==> src/fault_irq_pkg.sv <==
// Purpose: Shared constants for the fault, interrupt and reset logic
// Assumes: Single 200 MHz clock domain
// Notes:   Register word offsets and reset values are named once here
package fault_irq_pkg;
  // Register offsets
  localparam logic [7:0] ADDR_SRC_SUMMARY = 8'h00;
  localparam logic [7:0] ADDR_TOP_INT     = 8'h01;
  localparam logic [7:0] ADDR_TOP_MASK    = 8'h02;
  localparam logic [7:0] ADDR_BUCK_INT    = 8'h03;
  localparam logic [7:0] ADDR_BUCK_MASK   = 8'h04;
  localparam logic [7:0] ADDR_CTRL        = 8'h05;
  localparam logic [7:0] ADDR_STATUS      = 8'h06;
  // Top interrupt bit positions
  localparam int UV_BIT   = 0;
  localparam int TW1_BIT  = 1;
  localparam int TW2_BIT  = 2;
  localparam int TSD_BIT  = 3;
  // Group sizes: top flag count and buck count (per output fault flags)
  localparam int NUM_TOP  = 4;
  localparam int NUM_BUCK = 2;
  // Control bit positions
  localparam int CTRL_MASK_MODE = 0;
  localparam int CTRL_FORCE_MON = 1;
  // Summary bit positions
  localparam int SUM_TOP  = 0;
  localparam int SUM_BUCK = 1;
  // Reset values: everything masked except the undervoltage flag
  localparam logic [7:0] TOP_MASK_RST  = 8'h0E;
  localparam logic [7:0] BUCK_MASK_RST = 8'h03;
  localparam logic [7:0] CTRL_RST      = 8'h00;
endpackage

==> src/fault_interrupt_and_reset_logic.sv <==
// Purpose: Fault, thermal monitor, interrupt and register reset logic
// Assumes: Comparator results arrive synchronous to clk_i
// Notes:   Register port is a simple read/write strobe port behind the
//          serial interface; reads of interrupt groups clear them.
// Contract
// Stay dormant after undervoltage until rising threshold
// Host keeps falling threshold below rising threshold
// Power-on reset kills logic supply, resets registers
// Two thermal warning events at two thresholds
// Thermal shutdown disables outputs, resets buck config
// Monitor active on enable, force bit, or hysteresis
// Open-drain active-low interrupt is NOR of unmasked
// Host reads source register first, then groups
// Reading a group clears its source flag
// Interrupt bits set only on condition edges
// Whole group read at once, cleared on read
// Release line when clear; new events keep it low
// Line stays low until cleared or masked
// Reset masks everything except undervoltage
// Mode zero sets bits, mask gates summary
// Mode one blocks masked events at the bit
// Shutdown with all enables low resets registers
// Load resistor defaults on enable, hold them
// Below falling threshold disable outputs, reset config
// Logic supply on while any enable high
// Summary holds one flag per group
`timescale 1ns/10ps
`default_nettype none
module fault_interrupt_and_reset_logic #(
  parameter int NUM_OUT = 2
) (
  // Clock, reset, enable
  input  wire logic                clk_i,
  input  wire logic                resetn_i,
  input  wire logic                ce_i,
  // Supply and thermal comparators
  input  wire logic                sys_above_rise_i,
  input  wire logic                sys_below_fall_i,
  input  wire logic                sys_below_por_i,
  input  wire logic                temp_above_warn1_i,
  input  wire logic                temp_above_warn2_i,
  input  wire logic                temp_at_or_below_hyst_i,
  input  wire logic                thermal_shutdown_i,
  input  wire logic [NUM_OUT-1:0]  buck_fault_i,
  // Enable pins
  input  wire logic                serial_enable_pin_i,
  input  wire logic [NUM_OUT-1:0]  output_enable_pin_i,
  input  wire logic [NUM_OUT-1:0]  output_enable_bit_i,
  // Resistor detection results
  input  wire logic [7:0]          det_voltage_code_i,
  input  wire logic [1:0]          det_range_i,
  input  wire logic [1:0]          det_ilim_i,
  input  wire logic [1:0]          det_freq_i,
  // Register port
  input  wire logic                reg_rd_i,
  input  wire logic                reg_wr_i,
  input  wire logic [7:0]          reg_addr_i,
  input  wire logic [7:0]          reg_wdata_i,
  output logic      [7:0]          reg_rdata_o,
  // Outputs
  output logic                     logic_supply_en_o,
  output logic                     serial_if_en_o,
  output logic [NUM_OUT-1:0]       regulator_on_o,
  output logic                     thermal_monitor_on_o,
  output logic                     config_reset_o,
  output logic [7:0]               target_voltage_code_o,
  output logic [1:0]               voltage_range_sel_o,
  output logic [1:0]               peak_current_limit_sel_o,
  output logic [1:0]               switch_freq_sel_o,
  output logic                     irq_out_n_o,
  output logic                     irq_out_n_oe_o
);
  import fault_irq_pkg::*;

  // Register map, one byte per offset
  //   0x00 summary: b0 top group, b1 buck group, read only
  //   0x01 top bits: b0 undervoltage, b1 warn1, b2 warn2, b3 shutdown
  //   0x02 top masks, one per top bit, 1 means masked
  //   0x03 buck bits, one per output fault
  //   0x04 buck masks, one per output fault
  //   0x05 control: b0 mask gating mode, b1 forced monitor
  //   0x06 status: b0 any pin, b1 active, b2 dormant, b3 hysteresis
  //   Other offsets read as zero and drop writes

  // Limits a user must know
  //   Comparator inputs are trusted as already filtered
  //   Thermal events are only seen while the monitor runs
  //   Register writes are lost while every enable pin is low
  //   Only the fields listed above are kept here

  // Address match for one register offset
  function automatic logic addr_hit(input logic [7:0] addr,
                                    input logic [7:0] off);
    return addr == off;
  endfunction

  // Power state machine
  //   SHUTDOWN: no enable pin, registers held at defaults
  //   ACTIVE:   outputs follow their enables
  //   DORMANT:  after undervoltage, outputs off until supply recovers
  typedef enum logic [1:0] {SHUTDOWN, ACTIVE, DORMANT} pwr_e;
  pwr_e pwr, next_pwr;

  // Registers
  // Interrupt bits and masks are sized by the package counts; the
  // upper register bits read as zero.
  logic [NUM_TOP-1:0]  top_int;        // Top group sticky bits
  logic [NUM_TOP-1:0]  top_mask;       // Top group masks
  logic [NUM_BUCK-1:0] buck_int;       // Buck group sticky bits
  logic [NUM_BUCK-1:0] buck_mask;      // Buck group masks
  logic                mask_mode;      // Mask gating select
  logic                force_thermal_monitor; // Forced monitor bit
  logic                hyst_hold;      // Hot-reading hysteresis latch
  logic [NUM_TOP-1:0]  top_cond_q;     // Previous top conditions
  logic [NUM_BUCK-1:0] buck_cond_q;    // Previous buck conditions
  logic                defaults_held;  // Detection defaults latched

  // Enables and supply gating
  // All enables low or a power-on reset returns every register to its
  // default through shut_rst.
  wire any_pin   = serial_enable_pin_i | (|output_enable_pin_i);
  wire por_reset = ~resetn_i | sys_below_por_i;
  wire shut_rst  = por_reset | ~any_pin;
  wire any_out   = |(output_enable_pin_i | output_enable_bit_i);


  assign logic_supply_en_o = any_pin & ~sys_below_por_i;
  assign serial_if_en_o    = logic_supply_en_o;

  // Faults that take outputs down at once
  wire uv_fault  = sys_below_fall_i;
  wire cfg_reset = uv_fault | thermal_shutdown_i;
  assign config_reset_o = cfg_reset;

  // Outputs off while dormant or in fault
  // Gated combinationally so a fault takes outputs down in the same
  // cycle, without waiting for the state register.
  assign regulator_on_o = (pwr == ACTIVE && !cfg_reset) ?
                          (output_enable_pin_i | output_enable_bit_i) :
                          '0;

  // Thermal monitor activity
  assign thermal_monitor_on_o = any_out | force_thermal_monitor |
                                hyst_hold;

  // Event conditions; thermal ones only while monitoring
  // Edges are taken against the previous cycle's conditions.
  wire [NUM_TOP-1:0] top_cond = {
    thermal_shutdown_i & thermal_monitor_on_o,
    temp_above_warn2_i & thermal_monitor_on_o,
    temp_above_warn1_i & thermal_monitor_on_o,
    uv_fault};
  wire [NUM_TOP-1:0]  top_edge  = top_cond & ~top_cond_q;
  wire [NUM_BUCK-1:0] buck_edge = buck_fault_i & ~buck_cond_q;

  // Mode one blocks masked events at the bit
  wire [NUM_TOP-1:0]  top_set  = mask_mode ? (top_edge & ~top_mask)
                                           : top_edge;
  wire [NUM_BUCK-1:0] buck_set = mask_mode ? (buck_edge & ~buck_mask)
                                           : buck_edge;

  // Read strobes for clear-on-read
  wire rd_top  = reg_rd_i && addr_hit(reg_addr_i, ADDR_TOP_INT);
  wire rd_buck = reg_rd_i && addr_hit(reg_addr_i, ADDR_BUCK_INT);
  wire wr_en   = reg_wr_i;
  // Write strobes, one per writable register
  wire wr_top_mask  = wr_en && addr_hit(reg_addr_i, ADDR_TOP_MASK);
  wire wr_buck_mask = wr_en && addr_hit(reg_addr_i, ADDR_BUCK_MASK);
  wire wr_ctrl      = wr_en && addr_hit(reg_addr_i, ADDR_CTRL);

  // Summary flags from unmasked bits only
  // Computed live, so a group flag drops as soon as its bits are read
  // or masked; nothing extra to clear.
  wire [NUM_TOP-1:0]  top_unm  = top_int & ~top_mask;
  wire [NUM_BUCK-1:0] buck_unm = buck_int & ~buck_mask;
  wire [7:0] summary = {6'h00, |buck_unm, |top_unm};

  // Interrupt line pulled low while any unmasked bit stands
  wire irq_active = (|top_unm) | (|buck_unm);
  assign irq_out_n_o    = 1'b0;
  assign irq_out_n_oe_o = irq_active;

  // Power state transitions
  always_comb begin
    next_pwr = pwr;
    unique case (pwr)
      SHUTDOWN: if (any_pin) begin
        next_pwr = ACTIVE;
      end
      ACTIVE:   if (uv_fault) begin
        next_pwr = DORMANT;
      end
      DORMANT:  if (sys_above_rise_i && !uv_fault) begin
        next_pwr = ACTIVE;
      end
    endcase
  end

  // State register; shutdown and power-on reset return to defaults
  always_ff @(posedge clk_i) begin
    if (shut_rst) begin
      pwr <= SHUTDOWN;
    end else if (ce_i) begin
      pwr <= next_pwr;
    end
  end

  // Control and mask registers
  always_ff @(posedge clk_i) begin
    if (shut_rst) begin
      top_mask              <= TOP_MASK_RST[NUM_TOP-1:0];
      buck_mask             <= BUCK_MASK_RST[NUM_BUCK-1:0];
      mask_mode             <= CTRL_RST[CTRL_MASK_MODE];
      force_thermal_monitor <= CTRL_RST[CTRL_FORCE_MON];
    end else if (ce_i) begin
      if (wr_top_mask) begin
        top_mask <= reg_wdata_i[NUM_TOP-1:0];
      end
      if (wr_buck_mask) begin
        buck_mask <= reg_wdata_i[NUM_BUCK-1:0];
      end
      if (wr_ctrl) begin
        mask_mode             <= reg_wdata_i[CTRL_MASK_MODE];
        force_thermal_monitor <= reg_wdata_i[CTRL_FORCE_MON];
      end
    end
  end

  // Hazard: a read and a new edge can meet in one cycle. The clear
  // takes the old bits only and the fresh edge is OR'ed in after, so
  // an event caught during the read sequence keeps the line low.
  // Edge history runs even while bits are masked, so lifting a mask
  // never fakes an edge from a condition that merely persists.
  // Sticky bits: set wins over clear-on-read
  always_ff @(posedge clk_i) begin
    if (shut_rst) begin
      top_int     <= '0;
      buck_int    <= '0;
      top_cond_q  <= '0;
      buck_cond_q <= '0;
    end else if (ce_i) begin
      top_cond_q  <= top_cond;
      buck_cond_q <= buck_fault_i;
      top_int     <= (rd_top  ? '0 : top_int)  | top_set;
      buck_int    <= (rd_buck ? '0 : buck_int) | buck_set;
    end
  end

  // Thermal hysteresis latch
  // Set by a warn1 reading while monitoring, cleared at the low point;
  // keeps the monitor running between the two temperatures.
  always_ff @(posedge clk_i) begin
    if (shut_rst) begin
      hyst_hold <= 1'b0;
    end else if (ce_i) begin
      if (thermal_monitor_on_o && temp_above_warn1_i) begin
        hyst_hold <= 1'b1;
      end else if (temp_at_or_below_hyst_i) begin
        hyst_hold <= 1'b0;
      end
    end
  end

  // Detection defaults loaded on the first enable, then held
  // Detection results are taken once per exit from shutdown; later
  // changes on the detection inputs are ignored until all pins drop or a power-on reset.
  always_ff @(posedge clk_i) begin
    if (shut_rst) begin
      defaults_held            <= 1'b0;
      target_voltage_code_o    <= 8'h00;
      voltage_range_sel_o      <= 2'h0;
      peak_current_limit_sel_o <= 2'h0;
      switch_freq_sel_o        <= 2'h0;
    end else if (ce_i && !defaults_held) begin
      defaults_held            <= 1'b1;
      target_voltage_code_o    <= det_voltage_code_i;
      voltage_range_sel_o      <= det_range_i;
      peak_current_limit_sel_o <= det_ilim_i;
      switch_freq_sel_o        <= det_freq_i;
    end
  end

  // Read data, captured with the read strobe
  // The answer stands until the next read; reading a group clears it
  // in the same edge, so the bits returned are those before the clear.
  always_ff @(posedge clk_i) begin
    if (shut_rst) begin
      reg_rdata_o <= 8'h00;
    end else if (ce_i && reg_rd_i) begin
      unique case (reg_addr_i)
        ADDR_SRC_SUMMARY: reg_rdata_o <= summary;
        ADDR_TOP_INT:     reg_rdata_o <= 8'(top_int);
        ADDR_TOP_MASK:    reg_rdata_o <= 8'(top_mask);
        ADDR_BUCK_INT:    reg_rdata_o <= 8'(buck_int);
        ADDR_BUCK_MASK:   reg_rdata_o <= 8'(buck_mask);
        ADDR_CTRL:        reg_rdata_o <= {6'h00, force_thermal_monitor,
                                          mask_mode};
        ADDR_STATUS:      reg_rdata_o <= {4'h0, hyst_hold,
                                          pwr == DORMANT,
                                          pwr == ACTIVE, any_pin};
        default:          reg_rdata_o <= 8'h00;
      endcase
    end
  end
endmodule
`default_nettype wire

==> config.mk <==
export PLATFORM = sky130hd
export DESIGN_NAME = fault_interrupt_and_reset_logic
export DESIGN_NICKNAME = d
export VERILOG_FILES = /design/src/fault_irq_pkg.sv /design/src/fault_interrupt_and_reset_logic.sv
export SDC_FILE = /design/constraint.sdc
export NUM_CORES = 1
export LEC_CHECK = 0
export BUFFER_PORTS_ARGS = -buffer_cell sky130_fd_sc_hd__buf_2
export CELL_PAD_IN_SITES_DETAIL_PLACEMENT = 1
export CELL_PAD_IN_SITES_GLOBAL_PLACEMENT = 1
export CORE_MARGIN = 2
export CORE_UTILIZATION = 34
export DETAILED_ROUTE_END_ITERATION = 8
export PLACE_DENSITY_LB_ADDON = 0.1
export SETUP_SLACK_MARGIN = 0.05
export SLEW_MARGIN = 20
export SYNTH_ARGS = -nofsm -noshare
export SYNTH_HDL_FRONTEND = slang
export SYNTH_SLANG_ARGS = --single-unit
==> constraint.sdc <==
create_clock -name clk_i -period 2.55 [get_ports clk_i]
set_input_delay 0.765 -clock clk_i [delete_from_list [all_inputs] [get_ports clk_i]]
set_output_delay 0.765 -clock clk_i [all_outputs]
set_load 0.01 [all_outputs]
==> impl_summary.log, run 1 <==
[metrics] result of the run: completed
[metrics] final critical-path setup slack: around 0.25 ns
[metrics] share of the cycle needed by the critical path after routing: 0.903
[metrics] pwr dens: between 500 and 600 nW/um^2
[metrics] Port Buf Inserts: 69
[metrics] sort of element at the end of the critical path: output port
[metrics] number of enable-type register cells in the synthesized netlist: 0
[metrics] global placement routability congestion: about 0.83
[metrics] static leakage power: between 0.001 and 0.0015 uW
[metrics] Async S/R FF share, synth: 0
[metrics] half-perimeter wire length after placement: approximately 4400 um
[metrics] Seq pwr share: 0.542
[metrics] Die H: 80.5 um
[metrics] count of different cell masters after synthesis: 40
[metrics] number of global-route vias before repair: roughly 2,000
[metrics] post-synthesis sequential element count: 42
[metrics] CP startpoint kind: input pin
[metrics] mean instance size in the synthesized netlist: 7.87 um^2
[metrics] normalized max-slew margin: 0.645
[metrics] Combinational Power Share: 0.137
[metrics] highest layer used for signal routing: met4
[metrics] CTS tree: yes
[metrics] Synth Instances: approximately 250
[metrics] data required time of the worst path: 1.79 ns
[metrics] first-pass GRT wire length: just over 9000 um
[metrics] most common library cell in the layout ignoring fill and taps: buf_2
[metrics] clock root cell: clkbuf_8
[metrics] Final #Nets: 373
[metrics] count of TritonRoute iterations in the first routing pass: 4
[metrics] Core Footprint: about 5600 um^2
[metrics] via count of the routed design: slightly below 2,000
[metrics] worst setup skew after layout: a little under 0.005 ns
[metrics] Max Freq: about 430 MHz
[metrics] Die ar.: around 6500 um^2
[metrics] number of placed I/O pins: between 70 and 80
[metrics] Final Hold Fails: 0
[metrics] initial standard-cell utilization of the core: 0.357
[metrics] met2 wire length: between 2000 and 3000 um
[metrics] ANT nets after route: 0
[metrics] mapped cell area: about 2000 um^2
[metrics] length of routed met3 wiring: between 300 and 400 um
[metrics] count of filler cells inserted in the layout: between 700 and 800
[metrics] arrival time at the worst endpoint: 1.54 ns
[metrics] Final min period: between 2 and 2.5 ns
[metrics] Critical Path Fanout Max: 4
[metrics] Clock Pin Slew Worst Setup and Hold Paths: roughly 0.08 ns
[metrics] H-tree level count: 2
[metrics] predominant post-synthesis flop cell: dfxtp_1
[metrics] total power after layout: approximately 1300 uW
[metrics] placement-stage worst setup slack: approximately 0.17 ns
[metrics] setup repair after global routing missed its margin: false
[metrics] buffers inserted during post-CTS setup optimization: 0
[metrics] Total Neg Setup Slack: 0 ns
[metrics] Setup-failing EPs final: 0
[metrics] via-per-instance ratio: about 5.0
[metrics] remaining design rule violation count: 0
[metrics] sequential-to-total area share from yosys stat: 0.422
[metrics] routed wirelength normalized by instance count: roughly 14 um
[metrics] number of core rows: 27
[metrics] Sink Count: 42
[metrics] net switching power: approximately 330 uW
[metrics] Max Cap Viol: 0
[metrics] layout overhead on the synthesized area: 25.3%
[metrics] number of antenna violations at the first check in global routing: 0
[metrics] reg-to-reg setup timing slack: 1.24 ns
[metrics] most frequent cells in the layout: buf_2 (69), nand2_1 (49), dfxtp_1 (42)
[metrics] Die X: just over 80 um
[metrics] Peak VDD IR: 0.260 mV
[metrics] Synthesis Warnings: 0
[metrics] pin count of the biggest net entering global routing: 18
[metrics] Switching Share: 0.260
[metrics] transition time of the tightest slew-check pin: 0.533 ns
[metrics] worst hold path type: register to register
[metrics] total routing resource utilization after global routing: 0.181
[metrics] # hold bufs at CTS: 0
[metrics] count of instances resized after the clock tree is built: 0
[metrics] maximum root-to-sink buffer count: 2
[metrics] type of the setup path with the least slack: input pin to output port
[metrics] number of inserted diodes: 0
[metrics] share of final-layout standard cells stronger than drive strength 1: 0.275
[metrics] clock latency reported for the late side of the worst-skew pair: about 0.29 ns
[metrics] Remaining Overflow, GRT: 0
[metrics] CTS buffer count: 5
[metrics] Iter 0 DRT Violations: about 110
[metrics] final-report max-slew violation count: 0
[metrics] clock network power share: 0.322
[metrics] internal power: 927 uW
[metrics] length of routed wiring on met1: 2650 um
[metrics] Final Routed Wirelength: between 5000 and 6000 um
-- flip-flops by register name, summed over array words and instances, names as in the netlist --
signal,count
mask_mode,1
pwr,2
defaults_held,1
hyst_hold,1
top_cond_q,4
top_int,4
voltage_range_sel_o,2
buck_int,2
buck_mask,2
reg_rdata_o,4
buck_cond_q,2
peak_current_limit_sel_o,2
target_voltage_code_o,8
switch_freq_sel_o,2
force_thermal_monitor,1
top_mask,4
-- layer usage --
layer  track usage  up-vias
li1              -     1012
met1         0.245      898
met2         0.295       65
met3        0.0326        8
met4        0.0525        0
met5             0        -
-- through the flow --
step | cells | cell area [um^2] | hold WS [ns] | util
after floorplan | 257 | 2010 | 0.440 | -
after global placement | 389 | 2420 | 0.439 | 0.433
after detailed placement | 389 | 2420 | 0.444 | 0.433
after CTS | 396 | 2490 | 0.456 | 0.448
after global routing | 396 | 2490 | 0.476 | 0.448
final | 396 | 2490 | 0.454 | 0.448
-- worst max-delay path, stage by stage --
cell and delay [ns]:
buf_2 0.12, or2_2 0.31, nor3_1 0.18, buf_2 0.15
-- synthesized netlist by cell type (3+ instances only) --
cell	number	area [um^2]
clkbuf_1	12	45.0
a21oi_1	28	140
a22o_1	3	26.3
a211oi_1	4	30.0
inv_1	8	30.0
dfxtp_1	42	841
nand2b_1	7	43.8
nand2_1	49	184
nor3_1	7	35.0
nor2b_1	6	37.5
o21ai_0	11	55.1
buf_4	6	45.0
mux2i_1	11	110
nor2_1	16	60.1
nand3_1	13	65.1
-- layout make-up --
cell class / count / area (um^2) / share of cell area
multi-input combinational: 188 / 1030 / 0.415
sequential: 42 / 841 / 0.337
timing repair buffer: 79 / 420 / 0.169
clock buffer: 5 / 68.8 / 0.0276
tap: 72 / 90.1 / 0.0361
clock inverter: 2 / 10.0 / 0.00401
inverter: 8 / 30.0 / 0.0120
-- power by group through the flow --
stage / logic [uW] / clock network (uW) / registers (uW)
finish: 171 / 403 / 679
global route: 194 / 445 / 681
CTS: 174 / 417 / 679
detailed placement: 173 / 0 / 695
global placement: 169 / 0 / 694
floorplan: 97.0 / 0 / 696
-- cells by family (layout without fill, tap and decap cells) --
family | after synthesis | after routing | share of synthesized area
AND/OR/NAND/NOR | 112 | 112 | 0.269
buffers and inverters | 27 | 94 | 0.0660
AO/OA/AOI/OAI | 60 | 60 | 0.186
flip-flops | 42 | 42 | 0.422
other | 1 | 5 | 0.00188
multiplexers | 11 | 11 | 0.0553
-- path summary, 6_finish.rpt --
kind                   startpoint                   end  depth (start not counted)
max              sys_below_fall_i     regulator_on_o[0]                          4
min          switch_freq_sel_o[0]  switch_freq_sel_o[0]                          2
max reg2reg            top_int[2]        reg_rdata_o[0]                          4
min reg2reg  switch_freq_sel_o[0]  switch_freq_sel_o[0]                          2
(Power assumes the default switching activity.)
==> inputs of run 2 (changes only) <==
--- a/config.mk
+++ b/config.mk
@@ -9,7 +9,7 @@
 export CELL_PAD_IN_SITES_DETAIL_PLACEMENT = 1
 export CELL_PAD_IN_SITES_GLOBAL_PLACEMENT = 1
 export CORE_MARGIN = 2
-export CORE_UTILIZATION = 34
+export CORE_UTILIZATION = 36
 export DETAILED_ROUTE_END_ITERATION = 8
 export PLACE_DENSITY_LB_ADDON = 0.1
 export SETUP_SLACK_MARGIN = 0.05
==> constraint.sdc (replaced) <==
create_clock -name clk_i -period 2.95 [get_ports clk_i]
set_input_delay 0.885 -clock clk_i [delete_from_list [all_inputs] [get_ports clk_i]]
set_output_delay 0.885 -clock clk_i [all_outputs]
set_load 0.01 [all_outputs]
==> run 2 against run 1 <==
  * Setup slack better by 0.15 ns
  * Critical path depth unchanged
  * Combinational power is 16% lower
  * Register-to-register slack improved by 0.41 ns
  * Sequential share of layout area shrank 0.068 points
  * Critical endpoint is now regulator_on_o[1]
  * Via count decreased by 1.2%
  * Core utilization is 1.2 points higher
  * Clock-buffer cell count unchanged
  * Worst hold slack is essentially flat
  * Non-clock buffer count is 4 lower
  * Cell count decreased by 0.76%
==> impl_summary.log, run 2 (synthesis results as in run 1) <==
[metrics] transition time of the tightest slew-check pin: 0.540 ns (+0.00647 ns)
[metrics] most frequent cells in the layout: buf_2 (69), nand2_1 (49), dfxtp_1 (42)
[metrics] pwr dens: 474 nW/um^2 (-5.6%)
[metrics] Critical Path, Cell by Cell: buf_2 > or2_2 > nor3_1 > buf_2
[metrics] routed wirelength normalized by instance count: 14.1 um (-0.55%)
[metrics] initial standard-cell utilization of the core: 0.366 (+0.00888)
[metrics] arrival time at the worst endpoint: 1.67 ns (+0.13 ns)
[metrics] maximum root-to-sink buffer count: 2 (unchanged)
[metrics] buffers inserted during post-CTS setup optimization: 0 (unchanged)
[metrics] number of inserted diodes: 0 (unchanged)
[metrics] CTS buffer count: 5 (unchanged)
[metrics] worst hold path type: register to register
[metrics] number of placed I/O pins: 79 (unchanged)
[metrics] termination of the worst setup path: regulator_on_o[1]
[metrics] H-tree level count: 2 (unchanged)
[metrics] Port Buf Inserts: 69 (unchanged)
[metrics] slowest stage delay, CP: 0.31 ns (about the same)
[metrics] sort of element at the end of the critical path: output port
[metrics] register containing the most flip-flops in the final layout: target_voltage_code_o
[metrics] final-report max-slew violation count: 0 (unchanged)
[metrics] Sink Count: 42 (unchanged)
[metrics] total power after layout: 1190 uW (-5.4%)
[metrics] setup repair after global routing missed its margin: false
[metrics] cell repeated most along the worst path: buf_2
[metrics] max FFs per register: 8 (unchanged)
[metrics] Final min period: between 2 and 3 ns
[metrics] Core Footprint: 5440 um^2 (-2.4%)
[metrics] Peak VDD IR: 0.216 mV (-17%)
[metrics] met1 capacity usage during global routing: 0.258 (+0.0139)
[metrics] via count of the routed design: 1,960 (-1.2%)
[metrics] Die X: 78.4 um (-2.7%)
[metrics] count of instances resized after the clock tree is built: 0 (unchanged)
[metrics] most common library cell in the layout ignoring fill and taps: buf_2
[metrics] total routing resource utilization after global routing: 0.191 (+0.0101)
[metrics] worst hold path stage count: 2 (unchanged)
[metrics] Setup-failing EPs final: 0 (unchanged)
[metrics] reg-to-reg setup timing slack: 1.65 ns (+0.41 ns)
[metrics] crit path max-delay cell type: or2_2
[metrics] remaining design rule violation count: 0 (unchanged)
[metrics] # hold bufs at CTS: 0 (unchanged)
[metrics] data required time of the worst path: 2.07 ns (+0.28 ns)
[metrics] r2r worst-path depth: 4 (unchanged)
[metrics] share of the cycle needed by the critical path after routing: 0.865
[metrics] Die ar.: 6140 um^2 (-5.3%)
[metrics] Final Routed Wirelength: 5530 um (-1.3%)
[metrics] type of the setup path with the least slack: input pin to output port
[metrics] clock latency reported for the late side of the worst-skew pair: 0.29 ns (about the same)
[metrics] Max Freq: between 300 and 400 MHz
[metrics] static leakage power: 0.00109 uW (-1.1%)
[metrics] number of antenna violations at the first check in global routing: 0 (unchanged)
[metrics] Final #Nets: 369 (-1.1%)
[metrics] Critical Path Fanout Max: 4 (unchanged)
[metrics] Critical R2R Capture: reg_rdata_o[0]
[metrics] Final Hold Fails: 0 (unchanged)
[metrics] pin count of the biggest net entering global routing: 19 (+1)
[metrics] ANT nets after route: 0 (unchanged)
[metrics] normalized max-slew margin: 0.640 (-0.00431)
[metrics] CTS tree: yes
[metrics] count of TritonRoute iterations in the first routing pass: 4 (unchanged)
[metrics] Remaining Overflow, GRT: 0 (unchanged)
[metrics] CP startpoint kind: input pin
[metrics] number of core rows: 27 (unchanged)
[metrics] worst setup skew after layout: 0.00547 ns (+0.000595 ns)
[metrics] grt peak-use layer: met2
[metrics] origin of the critical flop-to-flop path: top_mask[2]
[metrics] Clock Pin Slew Worst Setup and Hold Paths: 0.08 ns (about the same)
[metrics] Total Neg Setup Slack: 0 ns (unchanged)
[metrics] Max Cap Viol: 0 (unchanged)
[metrics] global placement routability congestion: 0.817 (-1.4%)
[metrics] share of final-layout standard cells stronger than drive strength 1: 0.268 (-0.00678)
[metrics] half-perimeter wire length after placement: 4270 um (-3.2%)
[metrics] source of the critical timing path: sys_below_fall_i
[metrics] met2 demand-to-capacity share in global routing: 0.316 (+0.0205)
[metrics] first-pass GRT wire length: 9430 um (+2.3%)
[metrics] number of global-route vias before repair: 2,017 (+2.0%)
[metrics] Die H: 78.4 um (-2.7%)
[metrics] result of the run: completed
[metrics] Iter 0 DRT Violations: 49 (-53%)
[metrics] GR Util met3: 0.0402 (+0.00765)
[metrics] layout overhead on the synthesized area: 25.5%
[metrics] clock root cell: clkbuf_8
[metrics] Post-Route Utilization: 0.460 (+0.0120)
[metrics] via-per-instance ratio: 4.99 (-0.41%)
## run 2: cell types whose count changed in the layout (fill, tap and decap cells not counted)
| cell | previous run | this run |
|---|---|---|
| buf_4 | 10 | 6 |
| clkinvlp_4 | 0 | 2 |
| clkinv_2 | 2 | 0 |
| bufinv_16 | 0 | 1 |
## run 2: metrics by stage
step,area [um^2],std cells,setup slack [ns],hold WS (ns)
after CTS,2500,393,0.396,0.457
after floorplan,2010,257,0.523,0.440
final,2500,393,0.399,0.454
after detailed placement,2390,385,0.406,0.446
after global placement,2390,385,0.389,0.439
after global routing,2500,393,0.354,0.480
## run 2: how the worst min path moves through the flow
stage / startpoint / endpoint / slack, ns
6_report: target_voltage_code_o[3] / target_voltage_code_o[3] / 0.45
5_1_grt: target_voltage_code_o[3] / target_voltage_code_o[3] / 0.48
4_1_cts: target_voltage_code_o[3] / target_voltage_code_o[3] / 0.46
3_5_place_dp: target_voltage_code_o[3] / target_voltage_code_o[3] / 0.45
3_3_place_gp: peak_current_limit_sel_o[0] / peak_current_limit_sel_o[0] / 0.44
2_1_floorplan: top_int[0] / top_int[0] / 0.44
## run 2: worst max-delay path: cells and delay by family
kind | cells | cell delay (ns)
simple gates | 2 | 0.50
buf+inv | 2 | 0.28
## run 2: area by class of cell
| type | instances | area, um^2 |
|---|---|---|
| fillers | 707 | 2940 |
| multi-input cells | 188 | 1030 |
| flip-flops and latches | 42 | 841 |
| repair buffers | 75 | 390 |
| well taps | 72 | 90.1 |
| clock buffers | 5 | 68.8 |
| clock inverters | 3 | 45.0 |
| inverters | 8 | 30.0 |
## run 2: per-layer routing
| metal | up-vias | share of wire |
|---|---|---|
| met4 | 0 | 0.0085 |
| met1 | 896 | 0.48 |
| met2 | 57 | 0.46 |
| li1 | 1003 | - |
| met3 | 4 | 0.053 |
| met5 | - | 0 |
## run 2: report_power, final
group / switching [uW] / internal (uW)
clock network: 202 / 252
registers: 7.86 / 579
logic: 84.8 / 59.6
total: 295 / 891
==> inputs of run 3 (changes only) <==
--- a/config.mk
+++ b/config.mk
@@ -7,9 +7,9 @@
 export LEC_CHECK = 0
 export BUFFER_PORTS_ARGS = -buffer_cell sky130_fd_sc_hd__buf_2
 export CELL_PAD_IN_SITES_DETAIL_PLACEMENT = 1
-export CELL_PAD_IN_SITES_GLOBAL_PLACEMENT = 1
+export CELL_PAD_IN_SITES_GLOBAL_PLACEMENT = 2
 export CORE_MARGIN = 2
-export CORE_UTILIZATION = 36
+export CORE_UTILIZATION = 28
 export DETAILED_ROUTE_END_ITERATION = 8
 export PLACE_DENSITY_LB_ADDON = 0.1
 export SETUP_SLACK_MARGIN = 0.05
==> run 3 against run 2 <==
  * Sequential power is essentially flat
  * Largest power group unchanged
  * Worst hold slack gained 0.0011 ns
  * Combinational power grew 3%
  * Critical path depth is the same
  * Maximum frequency is essentially flat
  * Clock power shrank 23%
  * Sequential share of layout area shrank 0.10 points
  * Global-route usage shrank 3.7 points
  * Register-to-register slack is essentially flat
  * Cell area grew 0.30%
==> impl_summary.log, run 3 (synthesis results as in run 1) <==
[metrics] worst hold path type: register to register
[metrics] Combinational Power Share: 0.136 (+0.014)
[metrics] count of instances resized after the clock tree is built: 0 (unchanged)
[metrics] length of routed wiring on met1: 2830 um (+7.3%)
[metrics] global placement routability congestion: 0.776 (-5.0%)
[metrics] Final Routed Wirelength: 5810 um (+5.0%)
[metrics] Peak VDD IR: 0.165 mV (-23%)
[metrics] Die ar.: 7800 um^2 (+27%)
[metrics] Core Footprint: 6830 um^2 (+26%)
[metrics] data required time of the worst path: 2.07 ns (about the same)
[metrics] routed wirelength normalized by instance count: 14.0 um (-0.83%)
[metrics] first-pass GRT wire length: 9400 um (-0.22%)
[metrics] share of the cycle needed by the critical path after routing: 0.864 (about the same)
[metrics] Final #Nets: 369 (unchanged)
[metrics] Clock Pin Slew Worst Setup and Hold Paths: 0.08 ns (about the same)
[metrics] total routing resource utilization after global routing: 0.155 (-0.0367)
[metrics] worst setup skew after layout: 0.00253 ns (-0.00294 ns)
[metrics] half-perimeter wire length after placement: 4520 um (+5.9%)
[metrics] clock root cell: clkbuf_8
[metrics] Total Neg Setup Slack: 0 ns (unchanged)
[metrics] clock network power share: 0.323 (-0.060)
[metrics] length of routed met3 wiring: 290 um (-1.7%)
[metrics] share of final-layout standard cells stronger than drive strength 1: 0.266 (-0.00229)
[metrics] # hold bufs at CTS: 0 (unchanged)
[metrics] CTS tree: yes
[metrics] arrival time at the worst endpoint: 1.67 ns (about the same)
[metrics] Critical R2R Capture: reg_rdata_o[0]
[metrics] remaining design rule violation count: 0 (unchanged)
[metrics] worst hold path stage count: 2 (unchanged)
[metrics] static leakage power: 0.00109 uW (about the same)
[metrics] internal power: 800 uW (-10%)
[metrics] number of inserted diodes: 0 (unchanged)
[metrics] net switching power: 286 uW (-3.2%)
[metrics] met2 wire length: 2640 um (+3.7%)
[metrics] normalized max-slew margin: 0.637 (-0.00299)
[metrics] layout overhead on the synthesized area: 25.9%
[metrics] initial standard-cell utilization of the core: 0.292 (-0.0747)
[metrics] CTS buffer count: 5 (unchanged)
[metrics] via count of the routed design: 2,014 (+2.8%)
[metrics] origin of the critical flop-to-flop path: top_int[2]
[metrics] Port Buf Inserts: 69 (unchanged)
[metrics] clock latency reported for the late side of the worst-skew pair: 0.28 ns (about the same)
[metrics] placement-stage worst setup slack: 0.407 ns (+0.00159 ns)
[metrics] Remaining Overflow, GRT: 0 (unchanged)
[metrics] Max Cap Viol: 0 (unchanged)
[metrics] H-tree level count: 2 (unchanged)
[metrics] sort of element at the end of the critical path: output port
[metrics] number of global-route vias before repair: 1,899 (-5.9%)
[metrics] launch point of the worst hold path: target_voltage_code_o[5]
[metrics] Die X: 88.3 um (+13%)
[metrics] number of antenna violations at the first check in global routing: 0 (unchanged)
[metrics] most common library cell in the layout ignoring fill and taps: buf_2
[metrics] source of the critical timing path: sys_below_fall_i
[metrics] Final min period: 2.55 ns (-0.00131 ns)
[metrics] final critical-path setup slack: 0.400 ns (+0.00131 ns)
[metrics] pwr dens: 433 nW/um^2 (-8.7%)
[metrics] Final Hold Fails: 0 (unchanged)
[metrics] Max Freq: 392 MHz (about the same)
[metrics] Iter 0 DRT Violations: 49 (unchanged)
[metrics] transition time of the tightest slew-check pin: 0.544 ns (+0.00449 ns)
[metrics] number of placed I/O pins: 79 (unchanged)
[metrics] r2r worst-path depth: 4 (unchanged)
[metrics] buffers inserted during post-CTS setup optimization: 0 (unchanged)
[metrics] maximum root-to-sink buffer count: 2 (unchanged)
[metrics] Switching Share: 0.263 (+0.0142)
[metrics] result of the run: completed
[metrics] final worst hold slack: 0.455 ns (+0.00111 ns)
[metrics] register containing the most flip-flops in the final layout: target_voltage_code_o
[metrics] Sink Count: 42 (unchanged)
[metrics] final-report max-slew violation count: 0 (unchanged)
[metrics] Setup-failing EPs final: 0 (unchanged)
[metrics] setup repair after global routing missed its margin: false
[metrics] most frequent cells in the layout: buf_2 (69), nand2_1 (49), dfxtp_1 (42)
[metrics] Die H: 88.3 um (+13%)
[metrics] end point of the worst hold path: target_voltage_code_o[5]
[metrics] ANT nets after route: 0 (unchanged)
[metrics] type of the setup path with the least slack: input pin to output port
[metrics] Critical Path Fanout Max: 4 (unchanged)
[metrics] CP startpoint kind: input pin
[metrics] highest layer used for signal routing: met4
[metrics] max FFs per register: 8 (unchanged)
[metrics] count of TritonRoute iterations in the first routing pass: 4 (unchanged)
[metrics] via-per-instance ratio: 4.84 (-2.9%)
[metrics] Seq pwr share: 0.541 (+0.046)
[metrics] pin count of the biggest net entering global routing: 29 (+10)
[metrics] number of core rows: 30 (+11%)
[metrics] reg-to-reg setup timing slack: 1.65 ns (about the same)
## run 3: cell count changes in the layout (fill, tap and decap cells not counted)
cell,change
buf_12,+1
buf_4,-1
bufinv_16,-1
clkinv_2,+2
clkinvlp_4,-2
## run 3: stage by stage
stage	area (um^2)	std cells	power (uW)	util
floorplan	2010	257	686	-
global placement	2430	409	749	0.355
detailed placement	2430	409	751	0.355
CTS	2510	416	1110	0.367
global route	2510	416	1140	0.367
finish	2510	416	1090	0.367
## run 3: power groups by stage
stage | clock [uW] | sequential, uW | combinational (uW)
6_report | 351 | 587 | 148
3_3_place_gp | 0 | 600 | 149
2_1_floorplan | 0 | 602 | 83.9
3_5_place_dp | 0 | 601 | 150
5_1_grt | 388 | 589 | 167
4_1_cts | 371 | 587 | 151
## run 3: worst max-delay path by stage
stage / end / depth (start not counted)
floorplan: regulator_on_o[0] / 2
detailed placement: regulator_on_o[1] / 4
global route: regulator_on_o[1] / 4
CTS: regulator_on_o[1] / 4
finish: regulator_on_o[1] / 4
global placement: regulator_on_o[1] / 4
## run 3: metal layers
| metal | vias up | track usage |
|---|---|---|
| met4 | 0 | 0.0455 |
| met2 | 57 | 0.246 |
| met3 | 2 | 0.0252 |
| met1 | 949 | 0.216 |
| li1 | 1006 | - |
| met5 | - | 0 |
## run 3: area by class of cell
class / count / area [um^2]
Sequential cell: 42 / 841
Multi-Input combinational cell: 188 / 1030
Fill cell: 868 / 4320
Tap cell: 96 / 120
Inverter: 8 / 30.0
Timing Repair Buffer: 75 / 403
Clock inverter: 2 / 10.0
Clock buffer: 5 / 68.8
## run 3: critical path, stage by stage
cell	delay, ns
buf_2	0.12
or2_2	0.32
nor3_1	0.18
buf_2	0.16
